**config.mk**
```make
export PLATFORM = sky130hd
export DESIGN_NAME = hbr_router_flat
export DESIGN_NICKNAME = d
export VERILOG_FILES = /design/src/rtl/hbr_pkg.sv /design/src/rtl/hbr_link_if.sv /design/src/rtl/hbr_router.sv /design/src/flat_wrapper.sv
export SDC_FILE = /design/constraint.sdc
export NUM_CORES = 2
export LEC_CHECK = 0
export BUFFER_PORTS_ARGS = -buffer_cell sky130_fd_sc_hd__buf_2
export CAP_MARGIN = 20
export CELL_PAD_IN_SITES_DETAIL_PLACEMENT = 0
export CELL_PAD_IN_SITES_GLOBAL_PLACEMENT = 1
export CORE_MARGIN = 2
export CORE_UTILIZATION = 54
export CTS_BUF_LIST = sky130_fd_sc_hd__clkbuf_4 sky130_fd_sc_hd__clkbuf_8 sky130_fd_sc_hd__clkbuf_16
export CTS_CLUSTER_SIZE = 8
export DETAILED_ROUTE_END_ITERATION = 8
export PLACE_DENSITY = 0.83
export SYNTH_ARGS = -nofsm -noshare
export SYNTH_HDL_FRONTEND = slang
export SYNTH_SLANG_ARGS = --single-unit
export TNS_END_PERCENT = 20
```
**constraint.sdc**
```tcl
create_clock -name clock_i -period 6.3 [get_ports clock_i]
set_clock_uncertainty 0.05 [all_clocks]
set_input_delay 0 -clock clock_i [delete_from_list [all_inputs] [get_ports clock_i]]
set_output_delay 0 -clock clock_i [all_outputs]
set_load 0.02 [all_outputs]
```
**src/rtl/hbr_pkg.sv**
```systemverilog
/*
  Shared constants, enumerations and cycle records for the host bridge
  cycle router: the router end and the requester end both use them.
  Assumes a single 20 MHz clock for both ends and synchronous inputs.
*/
`default_nettype none
package hbr_pkg;
  // Clocking of this model
  localparam int          HBR_CLK_PERIOD_NS = 50;
  // Address space: 32-bit host addresses, 4 GB decode
  localparam int          HBR_ADDR_W        = 32;
  localparam int          HBR_PAGE_BITS     = 12;
  localparam int          HBR_PFN_W         = HBR_ADDR_W - HBR_PAGE_BITS;
  // Configuration space reached by I/O at the address and data ports
  localparam logic [31:0] HBR_CFG_ADDR_PORT = 32'h0000_0cf8;
  localparam logic [31:0] HBR_CFG_DATA_PORT = 32'h0000_0cfc;
  // Graphics request queue
  localparam int          HBR_AGPQ_DEPTH    = 32;
  localparam int          HBR_APER_PAGES    = 16;
  // Hub-style link protocol: version 1.0, 266 MT/s on a 66 MHz base
  localparam logic [7:0]  HBR_LINK_VER      = 8'h10;
  localparam int          HBR_LINK_MTS      = 266;
  localparam int          HBR_LINK_BASE_MHZ = 66;
  localparam int          HBR_PCI_AGENT_MHZ = 66;

  typedef enum logic [1:0] {HBR_TGT_MEM, HBR_TGT_AGP, HBR_TGT_LINK, HBR_TGT_CFG} hbr_target_t;
  typedef enum logic [1:0] {HBR_SRC_HOST, HBR_SRC_PEER, HBR_SRC_AGPQ, HBR_SRC_IGU} hbr_source_t;
  typedef enum logic [1:0] {HBR_PEER_AGP, HBR_PEER_HUB, HBR_PEER_LAN} hbr_peer_t;
  typedef enum logic [1:0] {HBR_RATE_1X, HBR_RATE_2X, HBR_RATE_4X, HBR_RATE_8X} hbr_rate_t;
  typedef enum logic [1:0] {HBR_HCLK_100, HBR_HCLK_133, HBR_HCLK_200, HBR_HCLK_BAD} hbr_hclk_t;

  typedef struct packed {
    logic        is_io;
    logic        wr;
    logic [31:0] addr;
  } hbr_host_req_t;

  typedef struct packed {
    hbr_peer_t   src;
    logic        agp_sem;
    logic        noncache;
    logic        wr;
    logic [31:0] addr;
  } hbr_peer_req_t;

  typedef struct packed {
    logic        hp;
    logic        via_sba;
    logic        wr;
    logic [31:0] addr;
  } hbr_agpq_req_t;

  typedef struct packed {
    hbr_source_t src;
    hbr_target_t tgt;
    logic        drop;
    logic        snoop;
    logic        wr;
    logic [31:0] addr;
  } hbr_route_t;
endpackage : hbr_pkg
`default_nettype wire

```
**src/rtl/hbr_link_if.sv**
```systemverilog
/*
  Carrier between the requester end and the router end: three request
  channels with valid/ready and the initialisation settings.
  Assumes both ends share one clock; the bench instantiates and joins them.
*/
`default_nettype none
interface hbr_link_if;
  logic                   host_valid;
  logic                   host_ready;
  hbr_pkg::hbr_host_req_t host;
  logic                   peer_valid;
  logic                   peer_ready;
  hbr_pkg::hbr_peer_req_t peer;
  logic                   agpq_valid;
  logic                   agpq_ready;
  hbr_pkg::hbr_agpq_req_t agpq;
  // Settings, stable once init_valid rises
  logic                   init_valid;
  logic                   mech_sba;
  logic                   agent_pci;
  logic                   ext_gfx;
  hbr_pkg::hbr_rate_t     agp_rate;
  logic [7:0]             link_ver;

  modport dev (
    input  host_valid, host, peer_valid, peer, agpq_valid, agpq,
    input  init_valid, mech_sba, agent_pci, ext_gfx, agp_rate, link_ver,
    output host_ready, peer_ready, agpq_ready
  );
  modport req (
    output host_valid, host, peer_valid, peer, agpq_valid, agpq,
    output init_valid, mech_sba, agent_pci, ext_gfx, agp_rate, link_ver,
    input  host_ready, peer_ready, agpq_ready
  );
endinterface : hbr_link_if
`default_nettype wire

```
**src/rtl/hbr_router.sv**
```systemverilog
/*
  Router end: decodes host, peer, graphics-queue and integrated graphics
  cycles to one target each, translates aperture hits, sets snoop, and
  arbitrates one cycle at a time onto a registered route output.
  Assumes the requester end on the dev modport and a sink on route_*.
*/
`default_nettype none
module hbr_router #(
  parameter int AGPQ_DEPTH = hbr_pkg::HBR_AGPQ_DEPTH,
  parameter int APER_PAGES = hbr_pkg::HBR_APER_PAGES
) (
  // Clock and reset
  input  wire logic                 clock_i,
  input  wire logic                 rst_n_i,
  // Requester end
  hbr_link_if.dev                   lnk,
  // Decode windows
  input  wire logic [31:0]          mem_top_i,
  input  wire logic [31:0]          agp_mem_base_i,
  input  wire logic [31:0]          agp_mem_limit_i,
  input  wire logic [31:0]          agp_io_base_i,
  input  wire logic [31:0]          agp_io_limit_i,
  input  wire logic [31:0]          aper_base_i,
  input  wire hbr_pkg::hbr_hclk_t   host_clk_sel_i,
  // Translation table write port
  input  wire logic                 gtt_we_i,
  input  wire logic [$clog2(APER_PAGES)-1:0] gtt_idx_i,
  input  wire logic [hbr_pkg::HBR_PFN_W-1:0] gtt_pfn_i,
  // Integrated graphics requests
  input  wire logic                 igu_valid_i,
  input  wire logic                 igu_wr_i,
  input  wire logic [31:0]          igu_addr_i,
  output logic                      igu_ready_o,
  output logic                      igu_enable_o,
  // Routed cycles
  output logic                      route_valid_o,
  output hbr_pkg::hbr_route_t       route_o,
  input  wire logic                 route_ready_i,
  // Status
  output logic                      mech_err_o,
  output logic                      cfg_err_o,
  output logic                      fast_write_ok_o,
  output logic [$clog2(AGPQ_DEPTH+1)-1:0] agpq_count_o
);
  localparam int PW = $clog2(AGPQ_DEPTH);
  localparam int CW = $clog2(AGPQ_DEPTH+1);
  localparam int IW = $clog2(APER_PAGES);
  localparam int PB = hbr_pkg::HBR_PAGE_BITS;

  if (AGPQ_DEPTH < 2 || (AGPQ_DEPTH & (AGPQ_DEPTH - 1)) != 0) begin : g_depth_chk
    $error("AGPQ_DEPTH must be a power of two");
  end
  if (APER_PAGES < 2 || (APER_PAGES & (APER_PAGES - 1)) != 0) begin : g_aper_chk
    $error("APER_PAGES must be a power of two");
  end

  function automatic logic in_range(input logic [31:0] a, input logic [31:0] lo, input logic [31:0] hi);
    in_range = (a >= lo) && (a <= hi);
  endfunction : in_range

  function automatic logic aper_hit(input logic [31:0] a, input logic [31:0] base);
    logic [hbr_pkg::HBR_PFN_W-1:0] off;
    off = a[31:PB] - base[31:PB];
    aper_hit = (a[31:PB] >= base[31:PB]) && (off < hbr_pkg::HBR_PFN_W'(APER_PAGES));
  endfunction : aper_hit

  // Settings captured once; a change later must not reroute traffic
  logic            cfg_done, mech_sba, agent_pci, ext_gfx, link_ok;
  hbr_pkg::hbr_rate_t agp_rate;
  logic [hbr_pkg::HBR_PFN_W-1:0] gtt [APER_PAGES];
  hbr_pkg::hbr_agpq_req_t hp_mem [AGPQ_DEPTH];
  hbr_pkg::hbr_agpq_req_t np_mem [AGPQ_DEPTH];
  logic [PW-1:0]   hp_rd, hp_wr, np_rd, np_wr, next_hp_rd, next_hp_wr, next_np_rd, next_np_wr;
  logic [CW-1:0]   hp_cnt, np_cnt, next_hp_cnt, next_np_cnt;
  logic [1:0]      last, next_last;
  logic            next_route_valid, next_mech_err;
  hbr_pkg::hbr_route_t next_route, host_rt, peer_rt, agpq_rt, igu_rt;
  hbr_pkg::hbr_agpq_req_t agpq_head;
  logic [3:0]      req;
  logic            grant_any, push, push_ok;
  logic [1:0]      gsel;
  logic [1:0]      idx;

  always_ff @(posedge clock_i or negedge rst_n_i) begin
    if (!rst_n_i) begin
      cfg_done  <= 1'b0;
      mech_sba  <= 1'b0;
      agent_pci <= 1'b0;
      ext_gfx   <= 1'b0;
      link_ok   <= 1'b0;
      agp_rate  <= hbr_pkg::HBR_RATE_1X;
    end else if (!cfg_done && lnk.init_valid) begin
      cfg_done  <= 1'b1;
      mech_sba  <= lnk.mech_sba;
      agent_pci <= lnk.agent_pci;
      ext_gfx   <= lnk.ext_gfx;
      link_ok   <= (lnk.link_ver == hbr_pkg::HBR_LINK_VER);
      agp_rate  <= lnk.agp_rate;
    end
  end

  assign igu_enable_o    = cfg_done && !ext_gfx;
  assign fast_write_ok_o = cfg_done && !agent_pci && (agp_rate >= hbr_pkg::HBR_RATE_4X);
  assign cfg_err_o       = (host_clk_sel_i == hbr_pkg::HBR_HCLK_BAD);
  assign agpq_count_o    = CW'(hp_cnt + np_cnt);

  always_ff @(posedge clock_i) begin
    if (gtt_we_i) begin
      gtt[gtt_idx_i] <= gtt_pfn_i;
    end
  end

  // Host decode
  always_comb begin
    host_rt       = '0;
    host_rt.src   = hbr_pkg::HBR_SRC_HOST;
    host_rt.wr    = lnk.host.wr;
    host_rt.addr  = lnk.host.addr;
    host_rt.snoop = 1'b0;
    if (lnk.host.is_io) begin
      if (lnk.host.addr[31:2] == hbr_pkg::HBR_CFG_ADDR_PORT[31:2] ||
          lnk.host.addr[31:2] == hbr_pkg::HBR_CFG_DATA_PORT[31:2]) begin
        host_rt.tgt = hbr_pkg::HBR_TGT_CFG;
      end else if (in_range(lnk.host.addr, agp_io_base_i, agp_io_limit_i)) begin
        host_rt.tgt = hbr_pkg::HBR_TGT_AGP;
      end else begin
        host_rt.tgt = hbr_pkg::HBR_TGT_LINK;
      end
    end else if (aper_hit(lnk.host.addr, aper_base_i)) begin
      host_rt.tgt  = hbr_pkg::HBR_TGT_MEM;
      host_rt.addr = {gtt[IW'(lnk.host.addr[31:PB] - aper_base_i[31:PB])], lnk.host.addr[PB-1:0]};
    end else if (in_range(lnk.host.addr, agp_mem_base_i, agp_mem_limit_i)) begin
      host_rt.tgt = hbr_pkg::HBR_TGT_AGP;
    end else if (lnk.host.addr < mem_top_i) begin
      host_rt.tgt = hbr_pkg::HBR_TGT_MEM;
    end else begin
      host_rt.tgt = hbr_pkg::HBR_TGT_LINK;
    end
  end

  // Peer decode: graphics port, south link and LAN link masters
  always_comb begin
    peer_rt      = '0;
    peer_rt.src  = hbr_pkg::HBR_SRC_PEER;
    peer_rt.wr   = lnk.peer.wr;
    peer_rt.addr = lnk.peer.addr;
    peer_rt.tgt  = hbr_pkg::HBR_TGT_MEM;
    if (in_range(lnk.peer.addr, agp_mem_base_i, agp_mem_limit_i)) begin
      peer_rt.tgt  = hbr_pkg::HBR_TGT_AGP;
      peer_rt.drop = !(lnk.peer.src == hbr_pkg::HBR_PEER_HUB && lnk.peer.wr);
    end else if (lnk.peer.addr >= mem_top_i) begin
      peer_rt.tgt  = hbr_pkg::HBR_TGT_LINK;
      peer_rt.drop = 1'b1;
    end else if (lnk.peer.src == hbr_pkg::HBR_PEER_AGP) begin
      peer_rt.snoop = !lnk.peer.agp_sem && !lnk.peer.noncache;
    end else begin
      peer_rt.snoop = 1'b1;
    end
    // Link masters speaking another protocol version are not served
    if (lnk.peer.src != hbr_pkg::HBR_PEER_AGP && !link_ok) begin
      peer_rt.drop = 1'b1;
    end
  end

  // Graphics queue head: high priority first
  always_comb begin
    agpq_head      = (hp_cnt != '0) ? hp_mem[hp_rd] : np_mem[np_rd];
    agpq_rt        = '0;
    agpq_rt.src    = hbr_pkg::HBR_SRC_AGPQ;
    agpq_rt.tgt    = hbr_pkg::HBR_TGT_MEM;
    agpq_rt.wr     = agpq_head.wr;
    agpq_rt.snoop  = 1'b0;
    agpq_rt.addr   = agpq_head.addr;
    if (aper_hit(agpq_head.addr, aper_base_i)) begin
      agpq_rt.addr = {gtt[IW'(agpq_head.addr[31:PB] - aper_base_i[31:PB])], agpq_head.addr[PB-1:0]};
    end
    igu_rt       = '0;
    igu_rt.src   = hbr_pkg::HBR_SRC_IGU;
    igu_rt.tgt   = hbr_pkg::HBR_TGT_MEM;
    igu_rt.wr    = igu_wr_i;
    igu_rt.addr  = igu_addr_i;
  end

  // Round-robin pick among host, peer, queue and integrated graphics
  always_comb begin
    req       = {igu_valid_i && igu_enable_o, (hp_cnt != '0) || (np_cnt != '0), lnk.peer_valid, lnk.host_valid};
    grant_any = 1'b0;
    gsel      = last;
    idx       = '0;
    for (int k = 1; k <= 4; k++) begin
      idx = 2'(last + 2'(k));
      if (!grant_any && req[idx]) begin
        grant_any = 1'b1;
        gsel      = idx;
      end
    end
    grant_any = grant_any && (!route_valid_o || route_ready_i);
  end

  assign lnk.host_ready = grant_any && gsel == 2'(hbr_pkg::HBR_SRC_HOST);
  assign lnk.peer_ready = grant_any && gsel == 2'(hbr_pkg::HBR_SRC_PEER);
  assign igu_ready_o    = grant_any && gsel == 2'(hbr_pkg::HBR_SRC_IGU);
  // Level handshakes so the far side may answer late
  assign lnk.agpq_ready = cfg_done && !agent_pci && (agpq_count_o < CW'(AGPQ_DEPTH));

  always_comb begin
    push          = lnk.agpq_valid && lnk.agpq_ready;
    push_ok       = push && (lnk.agpq.via_sba == mech_sba);
    next_mech_err = push && !push_ok;
    next_hp_wr    = hp_wr;
    next_np_wr    = np_wr;
    next_hp_rd    = hp_rd;
    next_np_rd    = np_rd;
    next_hp_cnt   = hp_cnt;
    next_np_cnt   = np_cnt;
    if (push_ok && lnk.agpq.hp) begin
      next_hp_wr  = PW'(hp_wr + 1'b1);
      next_hp_cnt = CW'(next_hp_cnt + 1'b1);
    end else if (push_ok) begin
      next_np_wr  = PW'(np_wr + 1'b1);
      next_np_cnt = CW'(next_np_cnt + 1'b1);
    end
    if (grant_any && gsel == 2'(hbr_pkg::HBR_SRC_AGPQ)) begin
      if (hp_cnt != '0) begin
        next_hp_rd  = PW'(hp_rd + 1'b1);
        next_hp_cnt = CW'(next_hp_cnt - 1'b1);
      end else begin
        next_np_rd  = PW'(np_rd + 1'b1);
        next_np_cnt = CW'(next_np_cnt - 1'b1);
      end
    end
    next_last        = grant_any ? gsel : last;
    next_route_valid = grant_any || (route_valid_o && !route_ready_i);
    next_route       = route_o;
    if (grant_any) begin
      case (gsel)
        2'(hbr_pkg::HBR_SRC_HOST): next_route = host_rt;
        2'(hbr_pkg::HBR_SRC_PEER): next_route = peer_rt;
        2'(hbr_pkg::HBR_SRC_AGPQ): next_route = agpq_rt;
        default:                   next_route = igu_rt;
      endcase
    end
  end

  always_ff @(posedge clock_i) begin
    if (push_ok && lnk.agpq.hp) begin
      hp_mem[hp_wr] <= lnk.agpq;
    end
    if (push_ok && !lnk.agpq.hp) begin
      np_mem[np_wr] <= lnk.agpq;
    end
  end

  always_ff @(posedge clock_i or negedge rst_n_i) begin
    if (!rst_n_i) begin
      hp_rd         <= '0;
      hp_wr         <= '0;
      np_rd         <= '0;
      np_wr         <= '0;
      hp_cnt        <= '0;
      np_cnt        <= '0;
      last          <= 2'h3;
      route_valid_o <= 1'b0;
      route_o       <= '0;
      mech_err_o    <= 1'b0;
    end else begin
      hp_rd         <= next_hp_rd;
      hp_wr         <= next_hp_wr;
      np_rd         <= next_np_rd;
      np_wr         <= next_np_wr;
      hp_cnt        <= next_hp_cnt;
      np_cnt        <= next_np_cnt;
      last          <= next_last;
      route_valid_o <= next_route_valid;
      route_o       <= next_route;
      mech_err_o    <= next_mech_err;
    end
  end
endmodule : hbr_router
`default_nettype wire

```
**src/flat_wrapper.sv**
```systemverilog
// flat-port wrapper written by rule: the top's interface ports become plain ports
module hbr_router_flat 
#(
  parameter int AGPQ_DEPTH = hbr_pkg::HBR_AGPQ_DEPTH,
  parameter int APER_PAGES = hbr_pkg::HBR_APER_PAGES
)
  (clock_i, rst_n_i, mem_top_i, agp_mem_base_i, agp_mem_limit_i, agp_io_base_i, agp_io_limit_i, aper_base_i, host_clk_sel_i, gtt_we_i, gtt_idx_i, gtt_pfn_i, igu_valid_i, igu_wr_i, igu_addr_i, igu_ready_o, igu_enable_o, route_valid_o, route_o, route_ready_i, mech_err_o, cfg_err_o, fast_write_ok_o, agpq_count_o, lnk_host_valid, lnk_host, lnk_peer_valid, lnk_peer, lnk_agpq_valid, lnk_agpq, lnk_init_valid, lnk_mech_sba, lnk_agent_pci, lnk_ext_gfx, lnk_agp_rate, lnk_link_ver, lnk_host_ready, lnk_peer_ready, lnk_agpq_ready);
  hbr_link_if lnk_i ();
  input  wire logic clock_i;
  input  wire logic rst_n_i;
  input  wire logic [31:0] mem_top_i;
  input  wire logic [31:0] agp_mem_base_i;
  input  wire logic [31:0] agp_mem_limit_i;
  input  wire logic [31:0] agp_io_base_i;
  input  wire logic [31:0] agp_io_limit_i;
  input  wire logic [31:0] aper_base_i;
  input  wire hbr_pkg::hbr_hclk_t host_clk_sel_i;
  input  wire logic gtt_we_i;
  input  wire logic [$clog2(APER_PAGES)-1:0] gtt_idx_i;
  input  wire logic [hbr_pkg::HBR_PFN_W-1:0] gtt_pfn_i;
  input  wire logic igu_valid_i;
  input  wire logic igu_wr_i;
  input  wire logic [31:0] igu_addr_i;
  output logic igu_ready_o;
  output logic igu_enable_o;
  output logic route_valid_o;
  output hbr_pkg::hbr_route_t route_o;
  input  wire logic route_ready_i;
  output logic mech_err_o;
  output logic cfg_err_o;
  output logic fast_write_ok_o;
  output logic [$clog2(AGPQ_DEPTH+1)-1:0] agpq_count_o;
  input wire logic [$bits(lnk_i.host_valid)-1:0] lnk_host_valid;
  input wire logic [$bits(lnk_i.host)-1:0] lnk_host;
  input wire logic [$bits(lnk_i.peer_valid)-1:0] lnk_peer_valid;
  input wire logic [$bits(lnk_i.peer)-1:0] lnk_peer;
  input wire logic [$bits(lnk_i.agpq_valid)-1:0] lnk_agpq_valid;
  input wire logic [$bits(lnk_i.agpq)-1:0] lnk_agpq;
  input wire logic [$bits(lnk_i.init_valid)-1:0] lnk_init_valid;
  input wire logic [$bits(lnk_i.mech_sba)-1:0] lnk_mech_sba;
  input wire logic [$bits(lnk_i.agent_pci)-1:0] lnk_agent_pci;
  input wire logic [$bits(lnk_i.ext_gfx)-1:0] lnk_ext_gfx;
  input wire logic [$bits(lnk_i.agp_rate)-1:0] lnk_agp_rate;
  input wire logic [$bits(lnk_i.link_ver)-1:0] lnk_link_ver;
  output wire logic [$bits(lnk_i.host_ready)-1:0] lnk_host_ready;
  output wire logic [$bits(lnk_i.peer_ready)-1:0] lnk_peer_ready;
  output wire logic [$bits(lnk_i.agpq_ready)-1:0] lnk_agpq_ready;
  assign lnk_i.host_valid = lnk_host_valid;
  assign lnk_i.host = lnk_host;
  assign lnk_i.peer_valid = lnk_peer_valid;
  assign lnk_i.peer = lnk_peer;
  assign lnk_i.agpq_valid = lnk_agpq_valid;
  assign lnk_i.agpq = lnk_agpq;
  assign lnk_i.init_valid = lnk_init_valid;
  assign lnk_i.mech_sba = lnk_mech_sba;
  assign lnk_i.agent_pci = lnk_agent_pci;
  assign lnk_i.ext_gfx = lnk_ext_gfx;
  assign lnk_i.agp_rate = lnk_agp_rate;
  assign lnk_i.link_ver = lnk_link_ver;
  assign lnk_host_ready = lnk_i.host_ready;
  assign lnk_peer_ready = lnk_i.peer_ready;
  assign lnk_agpq_ready = lnk_i.agpq_ready;
  hbr_router #(.AGPQ_DEPTH(AGPQ_DEPTH), .APER_PAGES(APER_PAGES)) u_core (.clock_i(clock_i), .rst_n_i(rst_n_i), .lnk(lnk_i), .mem_top_i(mem_top_i), .agp_mem_base_i(agp_mem_base_i), .agp_mem_limit_i(agp_mem_limit_i), .agp_io_base_i(agp_io_base_i), .agp_io_limit_i(agp_io_limit_i), .aper_base_i(aper_base_i), .host_clk_sel_i(host_clk_sel_i), .gtt_we_i(gtt_we_i), .gtt_idx_i(gtt_idx_i), .gtt_pfn_i(gtt_pfn_i), .igu_valid_i(igu_valid_i), .igu_wr_i(igu_wr_i), .igu_addr_i(igu_addr_i), .igu_ready_o(igu_ready_o), .igu_enable_o(igu_enable_o), .route_valid_o(route_valid_o), .route_o(route_o), .route_ready_i(route_ready_i), .mech_err_o(mech_err_o), .cfg_err_o(cfg_err_o), .fast_write_ok_o(fast_write_ok_o), .agpq_count_o(agpq_count_o));
endmodule
```
# Word level (Yosys, flattened, before mapping)
# Memories as Yosys holds them, arrays and structs flattened.
# Index checks and enable logic that the tools add are counted.
# classes
n_eq_ne	9
n_mux	46
n_addsub	14
reduce_logical	54
n_lt_le_gt_ge	18
bitwise	2
# op_table
op	n
$ge A32 B32 Y1	4
$pmux W39 S3	1
$le A32 B32 Y1	3
$mux W32	3
$eq A30 B10 Y1 const B	2
$mux W6	7
$ge A20 B20 Y1	2
$lt A20 B5 Y1 const B	2
$sub A20 B20 Y20	2
$mux W33	1
$lt A32 B32 Y1	1
$logic_and A1 B1 Y1	28
$add A5 B1 Y5 const B	4
$mux W2	10
$mux W1	18
$logic_not A1 Y1	14
$add A6 B1 Y6 const B	2
$lt A2 B3 Y1 const B	4
$reduce_bool A6 Y1	2
$sub A6 B1 Y6 const B	2
$bmux W1 S2	4
$eq A8 B5 Y1 const B	1
$add A6 B6 Y6	1
$eq A2 B2 Y1 const B	3
other kinds (12)	22
# word_totals
out_inout_bits	54
ram_bits	2560
wordCells	167
ff_bits	82
input_bits	379
memories	3
# mem_list
memory	depth	word_bits	rd	rd_ports_with_merged_regs	wr	line_no	source
u_core.hp_mem	32	35	1	0	1	hbr_router.sv:71	hbr_pkg::hbr_agpq_req_t hp_mem [AGPQ_DEPTH];
u_core.np_mem	32	35	1	0	1	hbr_router.sv:72	hbr_pkg::hbr_agpq_req_t np_mem [AGPQ_DEPTH];
u_core.gtt	16	20	2	0	1	hbr_router.sv:70	logic [hbr_pkg::HBR_PFN_W-1:0] gtt [APER_PAGES];

# Depth between registers and ports, before layout
# logic_depth
depth_word	18
mapped_depth	21
depth_no_buf	18

# Least setup slack after synthesis
# Ideal clock, no wire load.
# synth_path
path_kind	flip-flop to flip-flop
start	register u_core.np_cnt[1]
end	memory u_core.np_mem[14][0] (netlist name) (enable)
period_less_slack_ps	5194
stages_incl_launch_ff	11
arrival_time_ps	4680
slack_ps	1106
setup_time_ps	464
required_time_ps	5786
n_path_buf	2
cell_sequence	dfrtp_1 > ha_1 > a21o_1 > a21oi_1 > o21a_1 > o311a_1 > and3b_1 > clkbuf_1 > clkbuf_1 > nand2_1 > nor3_1
# synth_between
elab_chain_len	8
# synth_lines
item	line_no	source
start, declared	hbr_router.sv:74	logic [CW-1:0] hp_cnt, np_cnt, next_hp_cnt, next_np_cnt;
start signal, assigned	hbr_router.sv:272	np_cnt <= next_np_cnt;
$add A6 B6 Y6	hbr_router.sv:105	assign agpq_count_o = CW'(hp_cnt + np_cnt);
$lt A6 B6 Y1	hbr_router.sv:204	assign lnk.agpq_ready = cfg_done && !agent_pci && (agpq_count_o < CW'(AGPQ_DEPTH));
$logic_and A1 B1 Y1	hbr_router.sv:204	
$logic_and A1 B1 Y1	hbr_router.sv:207	push = lnk.agpq_valid && lnk.agpq_ready;
$logic_and A1 B1 Y1	hbr_router.sv:208	push_ok = push && (lnk.agpq.via_sba == mech_sba);
$logic_and A1 B1 Y1	hbr_router.sv:249	if (push_ok && !lnk.agpq.hp) begin
$mux W1	hbr_router.sv:249	
$mux W1 (implied by the code)	hbr_router.sv:250	np_mem[np_wr] <= lnk.agpq;
end, declared	hbr_router.sv:72	
# No other way between the ends.

# Worst setup path after layout
# layout_path
start	register u_core.hp_rd[0]
end	register u_core.route_o[27] (netlist name)
# layout_between
elab_chain_len	7
word_cells_on_any_way	9
classes_between	add/sub (1); order compare (2); mux (3); reduce/logical (1); memory (2)
# layout_lines
item	line_no	source
start, declared	hbr_router.sv:73	logic [PW-1:0] hp_rd, hp_wr, np_rd, np_wr, next_hp_rd, next_hp_wr, next_np_rd, next_np_wr;
start signal, assigned	hbr_router.sv:267	hp_rd <= next_hp_rd;
$mem_v2 Z32 W35 (*)	--	
$mux W33 (*)	hbr_router.sv:167	agpq_head = (hp_cnt != '0) ? hp_mem[hp_rd] : np_mem[np_rd];
$sub A20 B20 Y20	hbr_router.sv:63	off = a[31:PB] - base[31:PB];
$lt A20 B5 Y1	hbr_router.sv:64	aper_hit = (a[31:PB] >= base[31:PB]) && (off < hbr_pkg::HBR_PFN_W'(APER_PAGES));
$logic_and A1 B1 Y1	hbr_router.sv:64	
$mux W32 (*)	hbr_router.sv:174	if (aper_hit(agpq_head.addr, aper_base_i)) begin
$pmux W39 S3 (*)	hbr_router.sv:236	case (gsel)
# Every way passes the cells marked *; elsewhere a longest branch is shown, timed or not.
# A chain may end at the register's enable or synchronous reset.

==> flow_summary.yaml <==
floorplanning:
  rows: 165
  core_um2: 202000
  die_y_um: 454
  start_util_pct: 54.3
  ios: 433
  dieWidth_um: 454
  dieArea_um2: 207000
global_routing:
  antenna_found_initial: 32
  grt_first_pass_wirelength_mm: 453
  grt_overflow_total: 0
  grt_pass1_vias: 64500
  track_usage_pct: 30.8
  grt_max_degree: 81
run_status:
  outcome: "finished, final reports clean"
yosys:
  ys_types: 95
  seq_area_frac_synth_pct: 68.5
  synth-seq-cells: 2513
  syn_area_um2: 110000
  synth_fp_nets: 6416
  synth_warnings: 0
  postSynthCellCount: 5718
  ys.flop_type: "edfxtp_1"
  synth_edf_count: 2432
  synth-async-reset-ratio_pct: 3.22
  synth.avg_cell_area_um2: 19.2
finish:
  nets: 7395
  finish.utilization_pct: 64.2
  drive_gt1_share_pct: 31.4
  area_delta_synth_final_pct: 18.3
  instances_no_fill: 9481
timing:
  worst_slack_ps: 209
  max_slew_margin_pct: 18.7
  setup_viol: 0
  fmax_ghz: 0.164
  post-route-period-util_pct: 96.7
  slew_violations: 0
  holdWs_ps: 16.7
  worstMarginPinSlew_ps: 1210
  timing.final.hold_violations: 0
  min_period_ps: 6090
setup_path:
  critPathKind: "flip-flop to flip-flop"
  worstPathMaxFanout: 57
  crit_path_start_kind: "flip-flop"
  arrival_ps: 6830
  crit_required_ps: 7040
  crit_start: "u_core.hp_rd[0]$_DFFE_PN0P_"
  endpoint_kind: "flip-flop"
  reg2reg_slack_ps: 210
  r2r_start: "u_core.hp_rd[0]$_DFFE_PN0P_"
cts:
  clkLatencyLatePin_ps: 950
  cts_tree: "built"
  postCtsSetupBuffers: 0
  clk_root_buffer_cell: "clkbuf_16"
  cts_made_buffers: 364
  cts.sinks: 2513
  cts.clk_slew.worst_paths_ps: 50
  cts_buffer_depth: 4
  h-tree-depth: 5
job:
  maxCapViolations: 0
place:
  place.gp.congestion: 0.939
  dp.cells: 8724
  port_buffers: 419
  dpl.hpwl_mm: 190
  pre_cts_slack_ps: 201
detailed_routing:
  viasPerCell: 6.65
  final_antenna_net_count: 0
  wire_per_inst_um: 33.9
  vias: 63100
  drt_iter0_markers: 7546
  totalWireLength_mm: 321
  dr.pass1.iters: 8
  drc_errors: 0
power_and_ir_drop:
  power.total_mw: 54.5
  peakVddDrop_mv: 0.499
  p_switching_mw: 16.9
  p_per_area_nw_per_um2: 421
  clockPowerShare_pct: 32.0
  switching_share_pct: 31.0
  p_int_mw: 37.6
  p_leak_nw: 43.7
  pwr-share-seq_pct: 35.2
  p_comb_share_pct: 32.8
min_path:
  hp-class: "input port to flip-flop"
  min_from: "lnk_agpq[4]"
## cell type report
class                           count  area [um^2]
Multi-Input combinational cell   2698        33200
Clock inverter                     11          118
Antenna cell                       14         35.0
Clock buffer                      453         9850
Timing Repair Buffer              900         7170
Tap cell                         2672         3340
Sequential cell                  2513        75100
Fill cell                       13200        72300
Inverter                          220          826
## placed cells by master, fill, tap and decap left out, types with 84 or more instances in the layout
cell type | synthesis | routed
a21oi_1 | 136 | 136
mux2i_1 | 102 | 102
nor2_1 | 250 | 182
buf_4 | 3 | 173
clkbuf_16 | 0 | 368
ha_1 | 316 | 314
buf_2 | 61 | 418
nand2_1 | 189 | 189
o21ai_0 | 131 | 131
dlygate4sd3_1 | 0 | 246
inv_1 | 220 | 220
edfxtp_1 | 2432 | 2432
clkbuf_4 | 0 | 84
mux4_2 | 840 | 840
## through the flow
step | cell area, um^2 | TNS [ps]
6_report | 130000 | 0
5_1_grt | 130000 | -15.6
2_1_floorplan | 110000 | 0
3_5_place_dp | 116000 | 0
3_3_place_gp | 116000 | 0
4_1_cts | 129000 | 0
## routing by layer
metal | vias up | wire length, um | GRT usage, %
li1 | 25600 | - | -
met1 | 32700 | 114000 | 38.6
met2 | 3977 | 163000 | 52.2
met3 | 795 | 27100 | 5.16
met4 | 12 | 17000 | 15.2
met5 | - | 73 | 0
## power by group through the flow
stage	combinational (mW)	sequential (mW)	clock, mW
after floorplan	11.3	19.3	0
after global placement	17.2	19.5	0
after detailed placement	17.3	19.5	0
after CTS	17.8	19.2	17.6
after global routing	18.8	19.2	18.2
final	17.9	19.2	17.4
## flip-flops by register name (all words and copies together), names as in the netlist
register              count
u_core.agent_pci          1
u_core.agp_rate           1
u_core.cfg_done           1
u_core.ext_gfx            1
u_core.gtt              320
u_core.hp_cnt             6
u_core.hp_mem          1056
u_core.hp_rd              5
u_core.hp_wr              5
u_core.last               2
u_core.link_ok            1
u_core.mech_err_o         1
u_core.mech_sba           1
u_core.np_cnt             6
u_core.np_mem          1056
u_core.np_rd              5
u_core.np_wr              5
u_core.route_o           39
u_core.route_valid_o      1
## cells by family after synthesis
group / synth area share, %
buf+inv: 1.88
compound gates: 3.54
flops: 68.5
mux: 18.7
xor+xnor: 0.400
simple gates: 3.35
fa+ha+maj: 3.66
## synthesized netlist by cell type, types with 4 or more instances
cell | instances | area [um^2]
edfxtp_1 | 2432 | 73000
mux4_2 | 840 | 18900
ha_1 | 316 | 3950
nor2_1 | 250 | 938
inv_1 | 220 | 826
nand2_1 | 189 | 709
clkbuf_1 | 173 | 649
a21oi_1 | 136 | 681
o21ai_0 | 131 | 656
mux2i_1 | 102 | 1020
dfrtp_1 | 79 | 1980
nand4_1 | 67 | 419
buf_2 | 61 | 305
nor3_1 | 60 | 300
a21o_1 | 49 | 368
o211ai_1 | 48 | 360
a211oi_1 | 46 | 345
mux2_2 | 44 | 495
buf_1 | 43 | 161
nor2b_1 | 37 | 231
nand3_1 | 36 | 180
xnor2_1 | 33 | 289
a31oi_1 | 26 | 163
a211o_1 | 24 | 210
nand2b_1 | 23 | 144
o21a_1 | 19 | 143
nor4_1 | 17 | 106
xor2_1 | 17 | 149
a22o_1 | 14 | 123
or3_1 | 12 | 75.1
a2111oi_0 | 11 | 96.3
and4_1 | 10 | 87.6
nand3b_1 | 10 | 75.1
and2_1 | 8 | 50.1
and3_1 | 7 | 43.8
nor4b_1 | 6 | 52.6
buf_6 | 5 | 56.3
o31ai_1 | 5 | 37.5
o221ai_1 | 4 | 35.0
o22ai_1 | 4 | 25.0
o31a_1 | 4 | 35.0
or3b_2 | 4 | 35.0
## critical path, stage by stage, from the launching register on
cell,delay [ps]
dfrtp_4,540
buf_16,360
mux4_2,560
mux4_2,580
nor2b_1,190
a211oi_1,490
a21oi_1,210
ha_1,590
a21oi_1,120
o21a_1,200
and3_1,160
a21bo_2,220
xnor2_1,130
or4_4,560
nor4_4,190
buf_12,190
buf_4,150
mux2i_1,80
a211o_1,300
## timing repair
action,4_1_cts,5_1_grt
setup endpoints to repair,0,20
hold endpoints to repair,2898,51
gates resized for setup,0,5
hold buffers,240,7
## worst paths after layout
path                       cells past startpoint                        endpoint
max                                           18  u_core.route_o[27]$_DFFE_PN0P_
min in group asynchronous                      4  u_core.route_o[17]$_DFFE_PN0P_
min reg2reg                                    1      u_core.ext_gfx$_DFFE_PN0P_
max reg2reg                                   18  u_core.route_o[27]$_DFFE_PN0P_
max in group asynchronous                      4     u_core.np_rd[2]$_DFFE_PN0P_
min                                            2  u_core.hp_mem[14][4]$_DFFE_PP_
Power figures use the tool's default switching activity.
